`config.mk`:
```
export PLATFORM = sky130hd
export DESIGN_NAME = mute_interlock
export DESIGN_NICKNAME = d
export VERILOG_FILES = /design/src/hw/mute_pkg.sv /design/src/hw/name_if.sv /design/src/hw/name_store.sv /design/src/hw/mute_interlock.sv
export SDC_FILE = /design/constraint.sdc
export NUM_CORES = 1
export LEC_CHECK = 0
export BUFFER_PORTS_ARGS = -buffer_cell sky130_fd_sc_hd__buf_2
export CAP_MARGIN = 10
export CORE_AREA = 2 2 178 224
export CTS_BUF_LIST = sky130_fd_sc_hd__clkbuf_4
export DETAILED_ROUTE_END_ITERATION = 8
export DIE_AREA = 0 0 180 226
export PLACE_DENSITY = 0.42
export SLEW_MARGIN = 40
export SYNTH_ARGS = -nofsm -noshare
export SYNTH_HDL_FRONTEND = slang
export SYNTH_SLANG_ARGS = --single-unit
```
`constraint.sdc`:
```
create_clock -name MCLK_I -period 7.25 [get_ports MCLK_I]
set_input_delay 0.3625 -clock MCLK_I [delete_from_list [all_inputs] [get_ports MCLK_I]]
set_output_delay 0.3625 -clock MCLK_I [all_outputs]
set_load 0.02 [all_outputs]
```
`src/hw/mute_pkg.sv`:
```
// Shared constants and types of the muting and restart interlock block
package mute_pkg;

    // Clock and slow tick
    localparam int unsigned CLK_HZ        = 20_000_000;
    localparam int unsigned TICK_MS       = 1;
    localparam int unsigned TICK_CYCLES   = CLK_HZ / 1000 * TICK_MS;
    localparam int unsigned DIV_W         = 15;

    // Supervision times in milliseconds
    localparam int unsigned CONC_TIME_MS  = 3000;
    localparam int unsigned TOTAL_TIME_MS = 60000;
    localparam int unsigned MS_W          = 17;

    // Synchroniser bit positions
    localparam int unsigned SYN_W         = 6;
    localparam int unsigned SYN_A_ONE     = 0;
    localparam int unsigned SYN_A_TWO     = 1;
    localparam int unsigned SYN_B_ONE     = 2;
    localparam int unsigned SYN_B_TWO     = 3;
    localparam int unsigned SYN_LEAD      = 4;
    localparam int unsigned SYN_BUTTON    = 5;

    // Beam coding settings
    localparam logic [1:0]  CODE_NONE     = 2'h0;
    localparam logic [1:0]  CODE_ONE      = 2'h1;
    localparam logic [1:0]  CODE_TWO      = 2'h2;

    // Direction settings
    localparam logic [1:0]  DIR_BOTH      = 2'h0;
    localparam logic [1:0]  DIR_A_FIRST   = 2'h1;
    localparam logic [1:0]  DIR_B_FIRST   = 2'h2;

    // Application name store
    localparam int unsigned NAME_LEN      = 22;
    localparam int unsigned CHAR_W        = 8;
    localparam int unsigned IDX_W         = 5;
    localparam logic [IDX_W-1:0] NAME_LAST = 5'h15;

    // Reset values
    localparam logic        RST_RREQ      = 1'b1;
    localparam logic        RST_OSSD      = 1'b0;

    typedef enum logic [2:0] {
        ST_IDLE,
        ST_FIRST_A,
        ST_FIRST_B,
        ST_MUTE_A,
        ST_MUTE_B,
        ST_WAIT_CLEAR
    } mute_st_t;

endpackage

```
`src/hw/name_if.sv`:
```
// Interface between the interlock top and its application name store
`timescale 1ns/1ps
interface name_if;
    import mute_pkg::*;
    logic              we;
    logic [IDX_W-1:0]  idx;
    logic [CHAR_W-1:0] wdata;
    logic [CHAR_W-1:0] rdata;
    modport store (input we, input idx, input wdata, output rdata);
    modport user  (output we, output idx, output wdata, input rdata);
endinterface

```
`src/hw/name_store.sv`:
```
// Application name memory with registered read data
`timescale 1ns/1ps
module name_store
    import mute_pkg::*;
(
    input  wire logic clk_i,
    input  wire logic rst_n_i,
    name_if.store     bus
);

    typedef struct packed {
        logic [NAME_LEN-1:0][CHAR_W-1:0] mem;
        logic [CHAR_W-1:0]               rd;
    } store_t;

    store_t q;
    store_t d;

    // Out of range index writes nothing and reads zero
    always_comb begin
        d = q;
        if (bus.we && bus.idx <= NAME_LAST) begin
            d.mem[bus.idx] = bus.wdata;
        end
        if (bus.idx <= NAME_LAST) begin
            d.rd = q.mem[bus.idx];
        end else begin
            d.rd = '0;
        end
    end

    always_ff @(posedge clk_i) begin
        if (!rst_n_i) begin
            q <= '0;
        end else begin
            q <= d;
        end
    end

    assign bus.rdata = q.rd;

endmodule

```
`src/hw/mute_interlock.sv`:
```
// Muting sequencer, restart interlock and beam code gate of the safety receiver
`timescale 1ns/1ps
module mute_interlock
    import mute_pkg::*;
#(
    parameter int unsigned TICK_CYC = TICK_CYCLES,
    parameter int unsigned CONC_MS  = CONC_TIME_MS,
    parameter int unsigned TOTAL_MS = TOTAL_TIME_MS
)(
    input  wire logic              MCLK_I,
    input  wire logic              RESET_N_I,
    input  wire logic              PAIR_A_SENSOR_ONE_I,
    input  wire logic              PAIR_A_SENSOR_TWO_I,
    input  wire logic              PAIR_B_SENSOR_ONE_I,
    input  wire logic              PAIR_B_SENSOR_TWO_I,
    input  wire logic              DIRECTION_LEAD_SIGNAL_I,
    input  wire logic              RESET_BUTTON_I,
    input  wire logic              FIELD_CLEAR_I,
    input  wire logic [1:0]        RX_BEAM_CODE_I,
    input  wire logic [1:0]        CFG_BEAM_CODE_I,
    input  wire logic [1:0]        CFG_DIRECTION_I,
    input  wire logic              CFG_LEAD_EN_I,
    input  wire logic              CFG_RESTART_INTERLOCK_I,
    input  wire logic              CFG_SENSOR_TEST_I,
    input  wire logic              CFG_CONCURRENCE_I,
    input  wire logic              CFG_TOTAL_TIME_I,
    input  wire logic              CFG_END_BY_FIELD_I,
    input  wire logic              APP_NAME_WE_I,
    input  wire logic [IDX_W-1:0]  APP_NAME_IDX_I,
    input  wire logic [CHAR_W-1:0] APP_NAME_CHAR_I,
    output logic                   OSSD_O,
    output logic                   STATE_GREEN_O,
    output logic                   RESET_REQUIRED_O,
    output logic                   MUTING_O,
    output logic                   SEQ_FAULT_O,
    output logic [CHAR_W-1:0]      APP_NAME_CHAR_O
);

    localparam logic [DIV_W-1:0] DIV_LAST   = DIV_W'(TICK_CYC - 1);
    localparam logic [MS_W-1:0]  CONC_LIM   = MS_W'(CONC_MS);
    localparam logic [MS_W-1:0]  TOTAL_LIM  = MS_W'(TOTAL_MS);

    typedef struct packed {
        logic [SYN_W-1:0] s1;
        logic [SYN_W-1:0] s2;
        logic             btn_prev;
        mute_st_t         st;
        logic             lead_armed;
        logic             field_seen_off;
        logic [DIV_W-1:0] div;
        logic             tick;
        logic [MS_W-1:0]  conc_ms;
        logic [MS_W-1:0]  mute_ms;
        logic             ossd;
        logic             green;
        logic             rreq;
        logic             muting;
        logic             fault;
    } top_state_t;

    top_state_t q;
    top_state_t d;

    ////////////////////////////////////////////////////////////////////////////
    // Application name store

    name_if nbus ();

    assign nbus.we    = APP_NAME_WE_I;
    assign nbus.idx   = APP_NAME_IDX_I;
    assign nbus.wdata = APP_NAME_CHAR_I;

    name_store u_name (
        .clk_i   (MCLK_I),
        .rst_n_i (RESET_N_I),
        .bus     (nbus)
    );

    ////////////////////////////////////////////////////////////////////////////
    // Decoded conditions; sensor, lead and button terms taken from the second synchroniser stage

    logic sa1, sa2, sb1, sb2, lead, a_both, b_both, all_four, any_on;
    logic field_ok, allow_a, allow_b, lead_ok, partial, conc_fail;
    logic end_time, end_field, end_mute, trip_seq, trip, press, release_ok;

    assign sa1      = q.s2[SYN_A_ONE];
    assign sa2      = q.s2[SYN_A_TWO];
    assign sb1      = q.s2[SYN_B_ONE];
    assign sb2      = q.s2[SYN_B_TWO];
    assign lead     = q.s2[SYN_LEAD];
    assign a_both   = sa1 && sa2;
    assign b_both   = sb1 && sb2;
    assign all_four = a_both && b_both;
    assign any_on   = sa1 || sa2 || sb1 || sb2;

    // Foreign coded beams count as an interrupted path
    assign field_ok = FIELD_CLEAR_I &&
                      (CFG_BEAM_CODE_I == CODE_NONE || RX_BEAM_CODE_I == CFG_BEAM_CODE_I);

    // Direction lock: either pair may lead unless fixed
    assign allow_a  = (CFG_DIRECTION_I != DIR_B_FIRST);
    assign allow_b  = (CFG_DIRECTION_I != DIR_A_FIRST);
    assign lead_ok  = !CFG_LEAD_EN_I || q.lead_armed;

    // Concurrence: a pair half active too long is a fault
    assign partial   = (sa1 ^ sa2) || (sb1 ^ sb2);
    assign conc_fail = CFG_CONCURRENCE_I && (q.conc_ms >= CONC_LIM);

    // Muting terminations other than the sensor pair clearing
    assign end_time  = CFG_TOTAL_TIME_I && (q.mute_ms >= TOTAL_LIM);
    assign end_field = CFG_END_BY_FIELD_I && q.field_seen_off && field_ok;

    // Button edge, judged only on the settled stage
    assign press      = q.s2[SYN_BUTTON] && !q.btn_prev;

    ////////////////////////////////////////////////////////////////////////////
    // Next-state logic

    always_comb begin
        d          = q;
        end_mute   = 1'b0;
        trip_seq   = 1'b0;
        trip       = 1'b0;
        release_ok = 1'b0;

        // Two-stage synchroniser on all sensor and button pins
        d.s1 = {RESET_BUTTON_I, DIRECTION_LEAD_SIGNAL_I, PAIR_B_SENSOR_TWO_I,
                PAIR_B_SENSOR_ONE_I, PAIR_A_SENSOR_TWO_I, PAIR_A_SENSOR_ONE_I};
        d.s2       = q.s1;
        d.btn_prev = q.s2[SYN_BUTTON];

        // Millisecond tick divider
        d.tick = (q.div == DIV_LAST);
        d.div  = (q.div == DIV_LAST) ? '0 : q.div + DIV_W'(1);

        case (q.st)
            ST_IDLE: begin
                d.mute_ms        = '0;
                d.field_seen_off = 1'b0;
                // Lead must be seen before a pair is complete
                if (!lead) begin
                    d.lead_armed = 1'b0;
                end else if (!a_both && !b_both) begin
                    d.lead_armed = 1'b1;
                end
                if (!partial) begin
                    d.conc_ms = '0;
                end else if (q.tick && q.conc_ms != '1) begin
                    d.conc_ms = q.conc_ms + MS_W'(1);
                end
                if (conc_fail) begin
                    trip_seq = 1'b1;
                end else if (a_both && allow_a) begin
                    if (lead_ok) begin
                        d.st = ST_FIRST_A;
                    end else begin
                        trip_seq = 1'b1;
                    end
                end else if (b_both && allow_b) begin
                    if (lead_ok) begin
                        d.st = ST_FIRST_B;
                    end else begin
                        trip_seq = 1'b1;
                    end
                end
            end
            ST_FIRST_A: begin
                if (all_four) begin
                    d.st = ST_MUTE_A;
                end else if (!a_both) begin
                    trip_seq = 1'b1;
                end
            end
            ST_FIRST_B: begin
                if (all_four) begin
                    d.st = ST_MUTE_B;
                end else if (!b_both) begin
                    trip_seq = 1'b1;
                end
            end
            ST_MUTE_A: begin
                if (!b_both) begin
                    end_mute = 1'b1;
                end
            end
            ST_MUTE_B: begin
                if (!a_both) begin
                    end_mute = 1'b1;
                end
            end
            ST_WAIT_CLEAR: begin
                // All sensors must drop before a new cycle may begin
                if (!any_on) begin
                    d.st      = ST_IDLE;
                    d.fault   = 1'b0;
                    d.conc_ms = '0;
                end
            end
            default: begin
                trip_seq = 1'b1;
            end
        endcase

        // Supervision common to every muting state
        if (q.muting) begin
            if (q.tick && q.mute_ms != '1) begin
                d.mute_ms = q.mute_ms + MS_W'(1);
            end
            if (!field_ok) begin
                d.field_seen_off = 1'b1;
            end
            if (end_time || end_field) begin
                end_mute = 1'b1;
            end
        end

        // A violated sequence parks the machine until sensors clear
        if (trip_seq) begin
            d.st    = ST_WAIT_CLEAR;
            d.fault = 1'b1;
        end else if (end_mute) begin
            // Sensor test and field end both demand a clean restart of the sequence
            d.st = (CFG_SENSOR_TEST_I || CFG_END_BY_FIELD_I) ? ST_WAIT_CLEAR : ST_IDLE;
        end

        d.muting = (d.st == ST_FIRST_A) || (d.st == ST_FIRST_B) ||
                   (d.st == ST_MUTE_A)  || (d.st == ST_MUTE_B);

        // Blocked path without muting, or a sequence fault, trips the outputs
        trip = (!field_ok && !d.muting) || trip_seq;

        // Restart latch: a trip in the same cycle as a press keeps it set
        if (!CFG_RESTART_INTERLOCK_I) begin
            d.rreq = 1'b0;
        end else if (trip) begin
            d.rreq = 1'b1;
        end else if (press && q.rreq && field_ok && !d.fault) begin
            d.rreq     = 1'b0;
            release_ok = 1'b1;
        end

        d.ossd  = !d.rreq && !d.fault && (field_ok || d.muting);
        d.green = !d.rreq && !d.fault && (field_ok || d.muting);
    end

    ////////////////////////////////////////////////////////////////////////////
    // State register

    always_ff @(posedge MCLK_I) begin
        if (!RESET_N_I) begin
            q      <= '0;
            q.st   <= ST_IDLE;
            q.rreq <= RST_RREQ;
            q.ossd <= RST_OSSD;
        end else begin
            q <= d;
        end
    end

    // Outputs straight from flip-flops
    assign OSSD_O           = q.ossd;
    assign STATE_GREEN_O    = q.green;
    assign RESET_REQUIRED_O = q.rreq;
    assign MUTING_O         = q.muting;
    assign SEQ_FAULT_O      = q.fault;
    assign APP_NAME_CHAR_O  = nbus.rdata;

    ////////////////////////////////////////////////////////////////////////////
    // Assertions

    property p_sync_delay;
        @(posedge MCLK_I) disable iff (!RESET_N_I)
        $past(RESET_N_I, 2) |-> q.s2[SYN_A_ONE] == $past(PAIR_A_SENSOR_ONE_I, 2);
    endproperty
    a_sync_delay: assert property (p_sync_delay) else $error("sensor not synchronised in two stages");
    property p_mute_start;
        @(posedge MCLK_I) disable iff (!RESET_N_I)
        (q.st == ST_IDLE && a_both && allow_a && lead_ok && !conc_fail) |=> (q.muting && q.st == ST_FIRST_A);
    endproperty
    a_mute_start: assert property (p_mute_start) else $error("muting did not start on first pair");
    property p_accept;
        @(posedge MCLK_I) disable iff (!RESET_N_I)
        (q.st == ST_FIRST_B && all_four && !end_time && !end_field) |=> q.st == ST_MUTE_B;
    endproperty
    a_accept: assert property (p_accept) else $error("all four sensors did not accept muting");
    property p_hold;
        @(posedge MCLK_I) disable iff (!RESET_N_I)
        (q.st == ST_MUTE_A && b_both && !end_time && !end_field) |=> (q.st == ST_MUTE_A && MUTING_O);
    endproperty
    a_hold: assert property (p_hold) else $error("muting dropped while second pair active");
    property p_end;
        @(posedge MCLK_I) disable iff (!RESET_N_I)
        (q.st == ST_MUTE_A && !b_both) |=> !q.muting;
    endproperty
    a_end: assert property (p_end) else $error("muting kept after second pair cleared");
    property p_direction;
        @(posedge MCLK_I) disable iff (!RESET_N_I)
        (q.st == ST_IDLE && CFG_DIRECTION_I == DIR_A_FIRST) |=> q.st != ST_FIRST_B;
    endproperty
    a_direction: assert property (p_direction) else $error("muting began in forbidden direction");
    property p_lead;
        @(posedge MCLK_I) disable iff (!RESET_N_I)
        (q.st == ST_IDLE && CFG_LEAD_EN_I && !q.lead_armed) |=> !q.muting;
    endproperty
    a_lead: assert property (p_lead) else $error("muting without preceding lead signal");
    property p_blocked_off;
        @(posedge MCLK_I) disable iff (!RESET_N_I)
        (!field_ok && !d.muting) |=> (!OSSD_O && (RESET_REQUIRED_O || !$past(CFG_RESTART_INTERLOCK_I)));
    endproperty
    a_blocked_off: assert property (p_blocked_off) else $error("outputs on with blocked path");
    property p_latch_holds;
        @(posedge MCLK_I) disable iff (!RESET_N_I)
        (CFG_RESTART_INTERLOCK_I && q.rreq && !press) |=> (RESET_REQUIRED_O && !OSSD_O);
    endproperty
    a_latch_holds: assert property (p_latch_holds) else $error("interlock released without button");
    property p_release;
        @(posedge MCLK_I) disable iff (!RESET_N_I)
        release_ok |=> (OSSD_O && STATE_GREEN_O && !RESET_REQUIRED_O);
    endproperty
    a_release: assert property (p_release) else $error("reset button did not release outputs");
    property p_no_interlock;
        @(posedge MCLK_I) disable iff (!RESET_N_I)
        !CFG_RESTART_INTERLOCK_I |=> !RESET_REQUIRED_O;
    endproperty
    a_no_interlock: assert property (p_no_interlock) else $error("restart gated while interlock disabled");
    property p_code_reject;
        @(posedge MCLK_I) disable iff (!RESET_N_I)
        (CFG_BEAM_CODE_I != CODE_NONE && RX_BEAM_CODE_I != CFG_BEAM_CODE_I && !d.muting) |=> !OSSD_O;
    endproperty
    a_code_reject: assert property (p_code_reject) else $error("foreign beam code accepted");
    property p_seq_fault;
        @(posedge MCLK_I) disable iff (!RESET_N_I)
        trip_seq |=> (SEQ_FAULT_O && !OSSD_O && (RESET_REQUIRED_O || !$past(CFG_RESTART_INTERLOCK_I)));
    endproperty
    a_seq_fault: assert property (p_seq_fault) else $error("sequence fault did not trip outputs");

endmodule

```
Word level (Yosys, flattened, before mapping)

Index checks and enable logic that the tools add are counted.

$add $sub $neg: 3
Multiply operators: 0
Div/mod/pow operators: 0
Order comparisons: 5
Eq/ne operators: 18
Shift operators: 0
Mux-type cells: 47
Bitwise logic cells: 3
Reduce and logical (&&, ||, !) cells: 51

Operator list:

| kind                                                                | number |
|---|---|
| bitwise mux 176 bit                                                 | 1 |
| 2-to-1 mux 17 bit                                                   | 6 |
| binary-select mux 8 bit (select 5 bit)                              | 1 |
| demux 8 bit (select 5 bit)                                          | 1 |
| adder 17 x 1 -> 17 bit, second input constant                       | 2 |
| != test 17 bit, second input constant                               | 2 |
| one-hot mux 17 bit (2 select lines)                                 | 1 |
| 2-to-1 mux 3 bit                                                    | 11 |
| logical AND 1 bit                                                   | 22 |
| 2-to-1 mux 1 bit                                                    | 21 |
| greater-or-equal comparator 17 x 12 -> 1 bit, second input constant | 1 |
| greater-or-equal comparator 17 x 16 -> 1 bit, second input constant | 1 |
| 2-to-1 mux 8 bit                                                    | 2 |
| adder 15 x 1 -> 15 bit, second input constant                       | 1 |
| equality test 15 bit, second input constant                         | 1 |
| logical OR 1 bit                                                    | 13 |
| equality test 3 x 2 -> 1 bit, second input constant                 | 4 |
| one-hot mux 3 bit (4 select lines)                                  | 1 |
| equality test 3 bit, second input constant                          | 3 |
| logical NOT 1 bit                                                   | 8 |
| equality test 3 x 1 -> 1 bit, second input constant                 | 2 |
| less-than comparator 5 x 6 -> 1 bit, second input constant          | 1 |
| greater-or-equal comparator 5 x 1 -> 1 bit, second input constant   | 1 |
| <= comparator 5 bit, second input constant                          | 1 |
| other kinds (15)                                                    | 19 |

Bits in registers: 256
Latch bits: 0
RAM bits: 0
Memory bits (read-only): 0
Input port bits: 35
Output and inout bits: 13
Memories: 0

Depth between registers and ports, before layout

Gate-level depths: netlist (run 1).

Word-level depth: 21
Depth in mapped cells: 13
Mapped depth without buffers: 11

By module

From an unflattened synthesis (run 1), not the netlist that was laid out.

Cells, all modules: 1197
Area total of the unflattened synthesis: 12094.1 µm²

By module, submodules not included:

| module         | instances | cells an instance | area an instance (µm²) |
|---|---|---|---|
| name_store     | 1         | 797               | 8633.3 |
| mute_interlock | 1         | 400               | 3460.8 |

Worst setup path before layout (run 1)

Ideal clock, no wire load.

Path type: flip-flop to flip-flop
From: register q[29] (netlist name)
To: register q[27] (netlist name)
Arrival time: 2.342 ns
Required time: 7.122 ns
Setup slack: 4.780 ns
Cell stages (with the launch flop): 14
Buffers on the path: 2
Period minus slack after synthesis: 2.470 ns
Cell sequence: dfxtp_1 -> and3_1 -> clkbuf_1 -> and4_1 -> nand3_1 -> nor3_1 -> ha_1 -> inv_1 -> a221oi_1 -> nor3_1 -> clkbuf_1 -> nand4_1 -> xor2_1 -> nor2_1

Longest elaborated chain between the ends: 4

Ends and longest elaborated chain:

| element                              | RTL line              | source |
|---|---|---|
| start: declaration                   | mute_interlock.sv:61  | `top_state_t q;` |
| != test 17 bit                       | mute_interlock.sv:148 | `end else if (q.tick && q.conc_ms != '1) begin` |
| logical AND 1 bit                    | mute_interlock.sv:148 |  |
| != test 3 bit (no source line)       | --                    |  |
| AND reduction 3 bit (no source line) | --                    |  |

Every way passes these cells.
A chain may end at the register's enable or synchronous reset.

Final worst setup path (run 1)

From: register q[29] (netlist name)
To: register q[33] (netlist name)

Longest elaborated chain between the ends: 4
Elaborated cells between the ends (all ways): 8
Classes of those cells: add/sub: 1; eq/ne: 2; mux: 3; reduce/logical: 2

Ends and longest elaborated chain:

| element                                                                    | RTL line |
|---|---|
| adder 17 x 1 -> 17 bit or != test 17 bit (tied branches)                   | mute_interlock.sv:149, mute_interlock.sv:148 |
| 2-to-1 mux 17 bit or logical AND 1 bit (tied branches)                     | mute_interlock.sv:148 |
| 2-to-1 mux 17 bit or != test 3 bit (tied branches)                         | -- |
| one-hot mux 17 bit (2 select lines) or AND reduction 3 bit (tied branches) | -- |

Several ways; a longest one is shown, not always the timed one. The select of a mux whose other input is x is not followed.

==> results.tsv, run 1 <==
stage	metric	value	unit
yosys	syn-cell-area	11470	sq um
setup_path	reg2reg_depth	12	
setup_path	critPathTopFamily	simple AND/OR/NAND/NOR gates	
yosys	ys.warnings.count	0	
yosys	ys.flop_type	dfxtp_1	
route	dr.pass1.iters	8	
clocking	cts_tree	done	
setup_path	crit_path_cell_trace	and3_1 > and4_1 > nand3_1 > nor3_1 > ha_1 > inv_1 > a221oi_1 > nor3_1 > buf_4 > and3_1 > nand4_1 > a21oi_1	
min_path	min_from	FIELD_CLEAR_I	
yosys	synth-edff-count	0	
setup_path	worst_path_largest_cell_delay	470	ps
floorplan	die_h	226	um
global_routing	grt_pass1_vias	9237	
timing	min_period	2853	ps
min_path	hold_class	primary input to register	
timing	tightest_slew	842.8	ps
clocking	post_cts_buffers	0	
cells_and_area	drive_above_1_share	18.34	%
timing	fin_crit_sh	39.36	%
timing	slew_violations	0	
timing	fmax	350.5	MHz
global_routing	antenna_found_initial	2	
floorplan	die_w	180	um
setup_path	cp.depth	12	
global_routing	grt_max_degree	101	
power_and_ir_drop	power_frac_comb	10.6	%
cells_and_area	syn_to_final_growth	13.71	%
setup_path	worstSetupStartpointType	register	
yosys	ys_seq_elements	256	
setup_path	r2r_start	q[29]	
global_routing	grt-ovfl-total	0	
setup_path	crit_fanout	12	
yosys	seq_area_frac_synth	44.67	%
clocking	insertion_delay	750	ps
placed_design	dp_hpwl	19.59	mm
setup_path	crit_path_end_kind	register	
setup_path	crit_type	register to register	
setup_path	arrival	3450	ps
route	drc	0	
power_and_ir_drop	netSwitchingPower	0.0008843	W
min_path	hold_path_end	STATE_GREEN_O	
power_and_ir_drop	power_frac_seq	46.5	%
timing	slew_headroom	43.81	%
timing	finalClockSkew	46.49	ps
clocking	clk_pin_slew	60	ps
job	maxCapViolCount	0	
yosys	synth_xor_area_share	2.595	%
power_and_ir_drop	p_clk_share	42.9	%
yosys	postSynthCellCount	1249	
clocking	cts_buffers	74	
yosys	async_flop_share	0	%
setup_path	required	7850	ps
setup_path	worst_path_max_delay_cell	a221oi_1	
clocking	root_buffer	clkbuf_4	
setup_path	r2r_slack	4400	ps
setup_path	r2r_end	q[33]	
power_and_ir_drop	vdd_ir_drop_max	0.0001135	V
cells_and_area	fin_nets	1341	
route	wl_per_cell	17.39	um
yosys	synthMuxAreaShare	18.30	%
yosys	syn_nets	1295	
power_and_ir_drop	power.density	241.0	nW/um^2
yosys	synthSimpleGateAreaFrac	20.65	%
clocking	htreeDepth	3	
power_and_ir_drop	total_power	0.003144	W
run_status	status	finished clean	
power_and_ir_drop	intPower	0.002260	W
placed_design	io_buffers	47	
min_path	min_path_cells	4	
timing	fin_tns_setup	0	ps
route	drtIter0Drc	616	
cells_and_area	nFillCells	4042	
yosys	synth-adder-area-share	1.200	%
yosys	synth.distinct_cells	64	
timing	finalHoldViolations	0	
global_routing	grt_use_total	15.98	%
yosys	synth_compound_gate_area_share	8.582	%
timing	setup-violations-final	0	
clocking	cts_resized	0	
yosys	syn_avg_cell_area	9.186	sq um
floorplan	design.portCount	48	
yosys	synth_top_family_by_area	simple AND/OR/NAND/NOR gates	
route	via_per_inst	4.981	
floorplan	core.rowCount	81	
placed_design	finalWeightedCongestion	0.7471	
route	detail-route-antenna-nets	0	
clocking	clock_path_buffers	3	
setup_path	worst-path-buf-inv	2	
floorplan	dieArea	40680	sq um
clocking	hold_buffers	7	
floorplan	coreArea	38610	sq um
timing	rsz0062_at_grt	false	
power_and_ir_drop	swShare	28.12	%
clocking	cts_sinks	256	
power_and_ir_drop	power_leakage	4.860	nW
route	wl	32.12	mm
global_routing	grt_pass1_wl	51.25	mm
floorplan	start_util	29.71	%
route	vias	9199	
worst min-delay path, cell delays in order:
cell	delay, ps
buf_2	100
nand3_1	70
or2_2	150
a211oi_1	70
through the flow:
step                      instances  setup slack, ps  area (sq um)  hold WS (ps)  utilization, %
final                          1847             4397         13050         83.25           33.79
after global routing           1847             4108         13050         69.14           33.79
after CTS                      1845             4417         13040         4.351           33.77
after detailed placement       1710             4259         12050         418.4           31.20
after global placement         1710             4268         12030         421.6           31.15
after floorplan                1249             4780         11470         411.9               -
cells in the final DEF, fill, tap and decap left out, drive strengths merged, types with 6 or more instances in the layout:
cell,synthesis,routed
inv,11,14
nand2,142,142
mux4,40,40
xnor2,10,10
xor2,24,24
nor3,11,11
dlygate4sd3,0,7
buf,27,58
dfxtp,256,256
and2,14,14
nand4,15,15
nand2b,10,10
ha,11,11
nor4,7,7
a21oi,100,100
nor2,186,186
nand3,95,95
o21ai,21,21
mux2,6,6
a32oi,8,8
clkinv,1,16
and3,8,8
mux2i,113,113
a31oi,10,10
clkbuf,68,108
registers in the layout (all words and copies together), names as in the netlist:
signal and flops:
u_name.q 176, STATE_GREEN_O 1, RESET_REQUIRED_O 1, MUTING_O 1, u_name.bus.rdata 8, SEQ_FAULT_O 1, d 7, lead 1
q 60
power by group through the flow:
stage / Sequential, W / Clock (W) / Combinational, W
6_report: 0.00146 / 0.00135 / 0.000332
5_1_grt: 0.00147 / 0.00149 / 0.000367
4_1_cts: 0.00146 / 0.00142 / 0.000338
3_5_place_dp: 0.00149 / 0 / 0.000334
3_3_place_gp: 0.00149 / 0 / 0.000333
2_1_floorplan: 0.00149 / 0 / 0.000233
cells by family (layout without fill, tap and decap cells):
kind of cell / Yosys count / in the layout
and+or+nand+nor: 515 / 515
DFF: 256 / 256
AOI/OAI and AO/OA: 167 / 167
muxes: 159 / 159
buffers and inverters: 107 / 205
xor gates and xnor gates: 34 / 34
adders and majority gates: 11 / 11
other: 0 / 2
worst max-delay path by stage:
| stage | start | endpoint | slack (ps) |
|---|---|---|---|
| after floorplan | q[29] | q[27] | 4780 |
| after global placement | APP_NAME_IDX_I[4] | u_name.bus.rdata[6] | 4270 |
| after detailed placement | APP_NAME_IDX_I[4] | u_name.bus.rdata[6] | 4260 |
| after CTS | q[29] | q[33] | 4420 |
| after global routing | q[29] | q[37] | 4110 |
| final | q[29] | q[33] | 4400 |
layout make-up:
cell class | instances | area (sq um) | share of cell area [%]
clock inverter | 20 | 111.4 | 0.8536
sequential | 256 | 5125 | 39.28
multi-input combinational | 886 | 5927 | 45.43
inverter | 12 | 50.05 | 0.3836
timing repair buffer | 65 | 394.1 | 3.021
antenna | 2 | 5.005 | 0.03836
clock buffer | 108 | 810.8 | 6.215
tap | 498 | 623.1 | 4.776
synthesized netlist by cell type, types with 4 or more instances:
cell type  instances  area (sq um)
and3_1             8         50.05
buf_1              4         15.01
a21oi_1          100         500.5
nand3b_1           4         30.03
ha_1              11         137.6
clkbuf_1          68         255.2
nand4_1           15         93.84
nor2_2             5         31.28
nand2b_1          10         62.56
buf_2             13         65.06
and4_1             4         35.03
or3_1              5         31.28
o21ai_0           18         90.09
xnor2_1           10         87.58
a32oi_1            8         70.07
a31oi_1           10         62.56
mux4_2            40         900.9
xor2_1            24         210.2
inv_1             11         41.29
nand3_1           94         470.5
nor2_1           181         679.4
dfxtp_1          256          5125
nor3_1            10         50.05
and2_1            14         87.58
mux2i_1          113          1131
nor4_1             4         25.02
nand2_1          142         533.0
buf_4              9         67.56
mux2_2             6         67.56
a22oi_1            4         30.03
routing by layer:
metal	GRT usage [%]	up-vias	routed length, um
met5	0	-	0
met4	7.448	0	906
met3	3.112	55	1358
met2	27.30	206	15670
met1	19.38	4426	14190
li1	-	4512	-
No activity file was read; power rests on OpenSTA's default activity.
==> run 2, diff against run 1 <==
--- a/config.mk
+++ b/config.mk
@@ -5,13 +5,14 @@
 export SDC_FILE = /design/constraint.sdc
 export NUM_CORES = 1
 export LEC_CHECK = 0
+export ABC_AREA = 1
 export BUFFER_PORTS_ARGS = -buffer_cell sky130_fd_sc_hd__buf_2
 export CAP_MARGIN = 10
-export CORE_AREA = 2 2 178 224
+export CORE_AREA = 2 2 174 218
 export CTS_BUF_LIST = sky130_fd_sc_hd__clkbuf_4
 export DETAILED_ROUTE_END_ITERATION = 8
-export DIE_AREA = 0 0 180 226
-export PLACE_DENSITY = 0.42
+export DIE_AREA = 0 0 176 220
+export PLACE_DENSITY = 0.44
 export SLEW_MARGIN = 40
 export SYNTH_ARGS = -nofsm -noshare
 export SYNTH_HDL_FRONTEND = slang
==> constraint.sdc (replaced) <==
create_clock -name MCLK_I -period 2.45 [get_ports MCLK_I]
set_input_delay 0.1225 -clock MCLK_I [delete_from_list [all_inputs] [get_ports MCLK_I]]
set_output_delay 0.1225 -clock MCLK_I [all_outputs]
set_load 0.02 [all_outputs]
==> results.tsv, run 2 <==
stage	metric	value	unit	change
min_path	hold_path_end	RESET_REQUIRED_O		
setup_path	crit_path_end_kind	register		
yosys	async_flop_share	0	%	unchanged
timing	fin_crit_sh	95.35	%	
yosys	syn_nets	1475		+14%
yosys	synthMuxAreaShare	0.1035	%	-18 points
timing	fmax	428.1	MHz	
cells_and_area	largest_register_ffs	176		unchanged
job	maxCapViolCount	0		unchanged
setup_path	r2r_start	q[5]		
floorplan	coreArea	36870	sq um	-4.5%
placed_design	io_buffers	47		unchanged
setup_path	worstSetupStartpointType	primary input		
route	drtIter0Drc	619		+0.49%
power_and_ir_drop	netSwitchingPower	0.002596	W	+190%
timing	finalHoldViolations	0		unchanged
timing	slew_headroom	48.95	%	+5.1 points
route	drc	0		unchanged
setup_path	required	3000	ps	-4850 ps
clocking	cts_tree	done		
placed_design	finalWeightedCongestion	0.8022		+7.4%
clocking	root_buffer	clkbuf_4		
timing	fin_tns_setup	0	ps	unchanged
route	wl	33.16	mm	+3.3%
cells_and_area	final_cell_mix	255 x dfxtp_1, 206 x a21oi_1, 201 x o21ai_0		
global_routing	grt_use_total	17.34	%	+1.4 points
min_path	min_path_cells	9		+5
yosys	ys.warnings.count	0		unchanged
placed_design	dp_hpwl	21.11	mm	+7.8%
yosys	netlist_top_cells_area	dfxtp_1 47%, a21oi_1 9.5%, o21ai_0 9.2%		
floorplan	design.portCount	48		unchanged
clocking	clock_path_buffers	3		unchanged
clocking	insertion_delay	680	ps	-70 ps
global_routing	grt_pass1_wl	52.92	mm	+3.2%
yosys	synth_common_cells	256 x dfxtp_1, 207 x a21oi_1, 201 x o21ai_0		
clocking	htreeDepth	3		unchanged
yosys	yosysTopAreaCellShare	47.11	%	+2.4 points
power_and_ir_drop	power.density	701.1	nW/um^2	+190%
global_routing	grt-ovfl-total	0		unchanged
route	wl_per_cell	16.00	um	-8.0%
yosys	synth-edff-count	0		unchanged
power_and_ir_drop	power_leakage	5.260	nW	+8.2%
power_and_ir_drop	vdd_ir_drop_max	0.0002724	V	+140%
yosys	syn-cell-area	10880	sq um	-5.2%
global_routing	grt_max_degree	120		+19%
global_routing	antenna_found_initial	2		unchanged
timing	fin_worst_hold_slack	70.22	ps	-13.03 ps
yosys	seq_area_frac_synth	47.11	%	+2.4 points
route	detail-route-antenna-nets	0		unchanged
power_and_ir_drop	power_frac_comb	12.6	%	+2.0 points
min_path	hold_class	primary input to register		
yosys	ys.flop_type	dfxtp_1		
setup_path	r2r_slack	190	ps	-4210 ps
floorplan	die_w	176	um	-2.2%
yosys	yosysMostFrequentCell	dfxtp_1		
yosys	synth_compound_gate_area_share	27.14	%	+19 points
run_status	status	finished clean		
min_path	min_from	CFG_BEAM_CODE_I[0]		
timing	min_period	2336	ps	
yosys	synth.distinct_cells	48		-25%
timing	setup-violations-final	0		unchanged
floorplan	dieArea	38720	sq um	-4.8%
power_and_ir_drop	intPower	0.006531	W	+190%
route	vias	10060		+9.4%
yosys	synth_xor_area_share	0.2415	%	-2.4 points
global_routing	grt_pass1_vias	9914		+7.3%
yosys	synthSimpleGateAreaFrac	15.72	%	-4.9 points
cells_and_area	top_register	u_name.q		
yosys	postSynthCellCount	1429		+14%
route	via_per_inst	4.855		-2.5%
setup_path	arrival	2890	ps	-560 ps
floorplan	core.rowCount	79		-2.5%
clocking	cts_sinks	256		unchanged
power_and_ir_drop	power_frac_seq	47.5	%	+1.0 points
cells_and_area	syn_to_final_growth	19.66	%	
cells_and_area	drive_above_1_share	15.52	%	-2.8 points
power_and_ir_drop	p_clk_share	39.9	%	-3.0 points
setup_path	r2r_end	q[18]		
timing	slew_violations	0		unchanged
setup_path	crit_fanout	12		unchanged
timing	finalClockSkew	31.14	ps	-15.36 ps
cells_and_area	post-route-util	35.31	%	+1.5 points
floorplan	start_util	29.51	%	-0.21 points
power_and_ir_drop	swShare	28.44	%	+0.32 points
timing	tightest_slew	765.8	ps	-77.03 ps
cells_and_area	fin_nets	1590		+19%
yosys	synth_top_family_by_area	compound AO/OA/AOI/OAI gates		
yosys	synth_area_leader_cell	dfxtp_1		
cells_and_area	final_common_cell	dfxtp_1		
route	dr.pass1.iters	5		-3
setup_path	crit_type	primary input to register		
yosys	synth-adder-area-share	1.265	%	+0.066 points
yosys	ys_seq_elements	256		unchanged
setup_path	reg2reg_depth	14		+2
yosys	syn_avg_cell_area	7.613	sq um	-17%
clocking	clk_pin_slew	60	ps	about the same
clocking	cts_buffers	70		-5.4%
timing	rsz0062_at_grt	true		
floorplan	die_h	220	um	-2.7%
run 2: cell types whose count changed after synthesis, sizes merged, moves of 22 or more:
| cell | change |
|---|---|
| nand3 | -61 |
| xor2 | -22 |
| inv | +122 |
| o21ai | +181 |
| a22oi | +76 |
| mux4 | -40 |
| a21oi | +108 |
| mux2i | -113 |
run 2: kinds of logic (layout without fill, tap and decap cells):
group / after synthesis / in the layout
compound gates: 525 / 525
xor+xnor: 3 / 3
fa+ha+maj: 11 / 11
buf+inv: 228 / 384
flops: 256 / 256
mux: 1 / 1
other cells: 0 / 2
simple gates: 405 / 405
run 2: cell type report:
cell class                      count  area, sq um
Clock buffer                       96        720.7
Tap cell                          486        608.1
Inverter                          134        503.0
Fill cell                        3916        23850
Clock inverter                     17        90.09
Timing Repair Buffer              137         1055
Antenna cell                        2        5.005
Multi-Input combinational cell    945         4910
Sequential cell                   256         5126
run 2: power groups by stage:
stage | registers (W) | clock network (W) | logic (W)
floorplan | 0.00443 | 0 | 0.000699
global placement | 0.00443 | 0 | 0.00109
detailed placement | 0.00443 | 0 | 0.00109
CTS | 0.00433 | 0.00382 | 0.00116
global route | 0.00435 | 0.00405 | 0.00128
finish | 0.00434 | 0.00364 | 0.00115
run 2: worst max-delay path by stage:
| stage | depth (start not counted) | startpoint | to |
|---|---|---|---|
| after floorplan | 14 | q[5] | q[18] |
| after global placement | 15 | q[33] | q[25] |
| after detailed placement | 17 | q[12] | q[18] |
| after CTS | 15 | q[12] | q[14] |
| after global routing | 12 | q[6] | q[14] |
| final | 10 | APP_NAME_IDX_I[4] | u_name.bus.rdata[1] |
run 2: stage by stage:
step	setup WS [ps]	power, W	instances	instance area (sq um)
3_3_place_gp	79.22	0.005517	1921	11780
3_5_place_dp	33.68	0.005520	1921	11780
4_1_cts	9.831	0.009305	2069	12940
2_1_floorplan	368.2	0.005132	1429	10880
5_1_grt	-9.597	0.009678	2073	13020
6_report	114.0	0.009126	2073	13020
run 2: routing by layer:
layer | vias up | track usage [%] | wire length, um
met3 | 62 | 3.571 | 1370
met5 | - | 0 | 0
met4 | 0 | 7.383 | 1025
li1 | 5132 | - | -
met2 | 211 | 29.91 | 16220
met1 | 4659 | 20.90 | 14550
run 2: what timing repair did:
item / in CTS / in global routing
hold endpoints to repair: 207 / 0
endpoints found under the setup margin: 0 / 21
buffers inserted: 0 / 2
hold buffers: 35 / 0
gates resized for setup: 0 / 16
run 2: critical path: stages:
cell	delay (ps)
dlygate4sd3_1	520
buf_2	140
nor2_1	50
dlygate4sd3_1	560
buf_4	170
nand2_1	380
a21oi_1	140
a2111oi_0	500
buf_4	230
a31oi_1	70
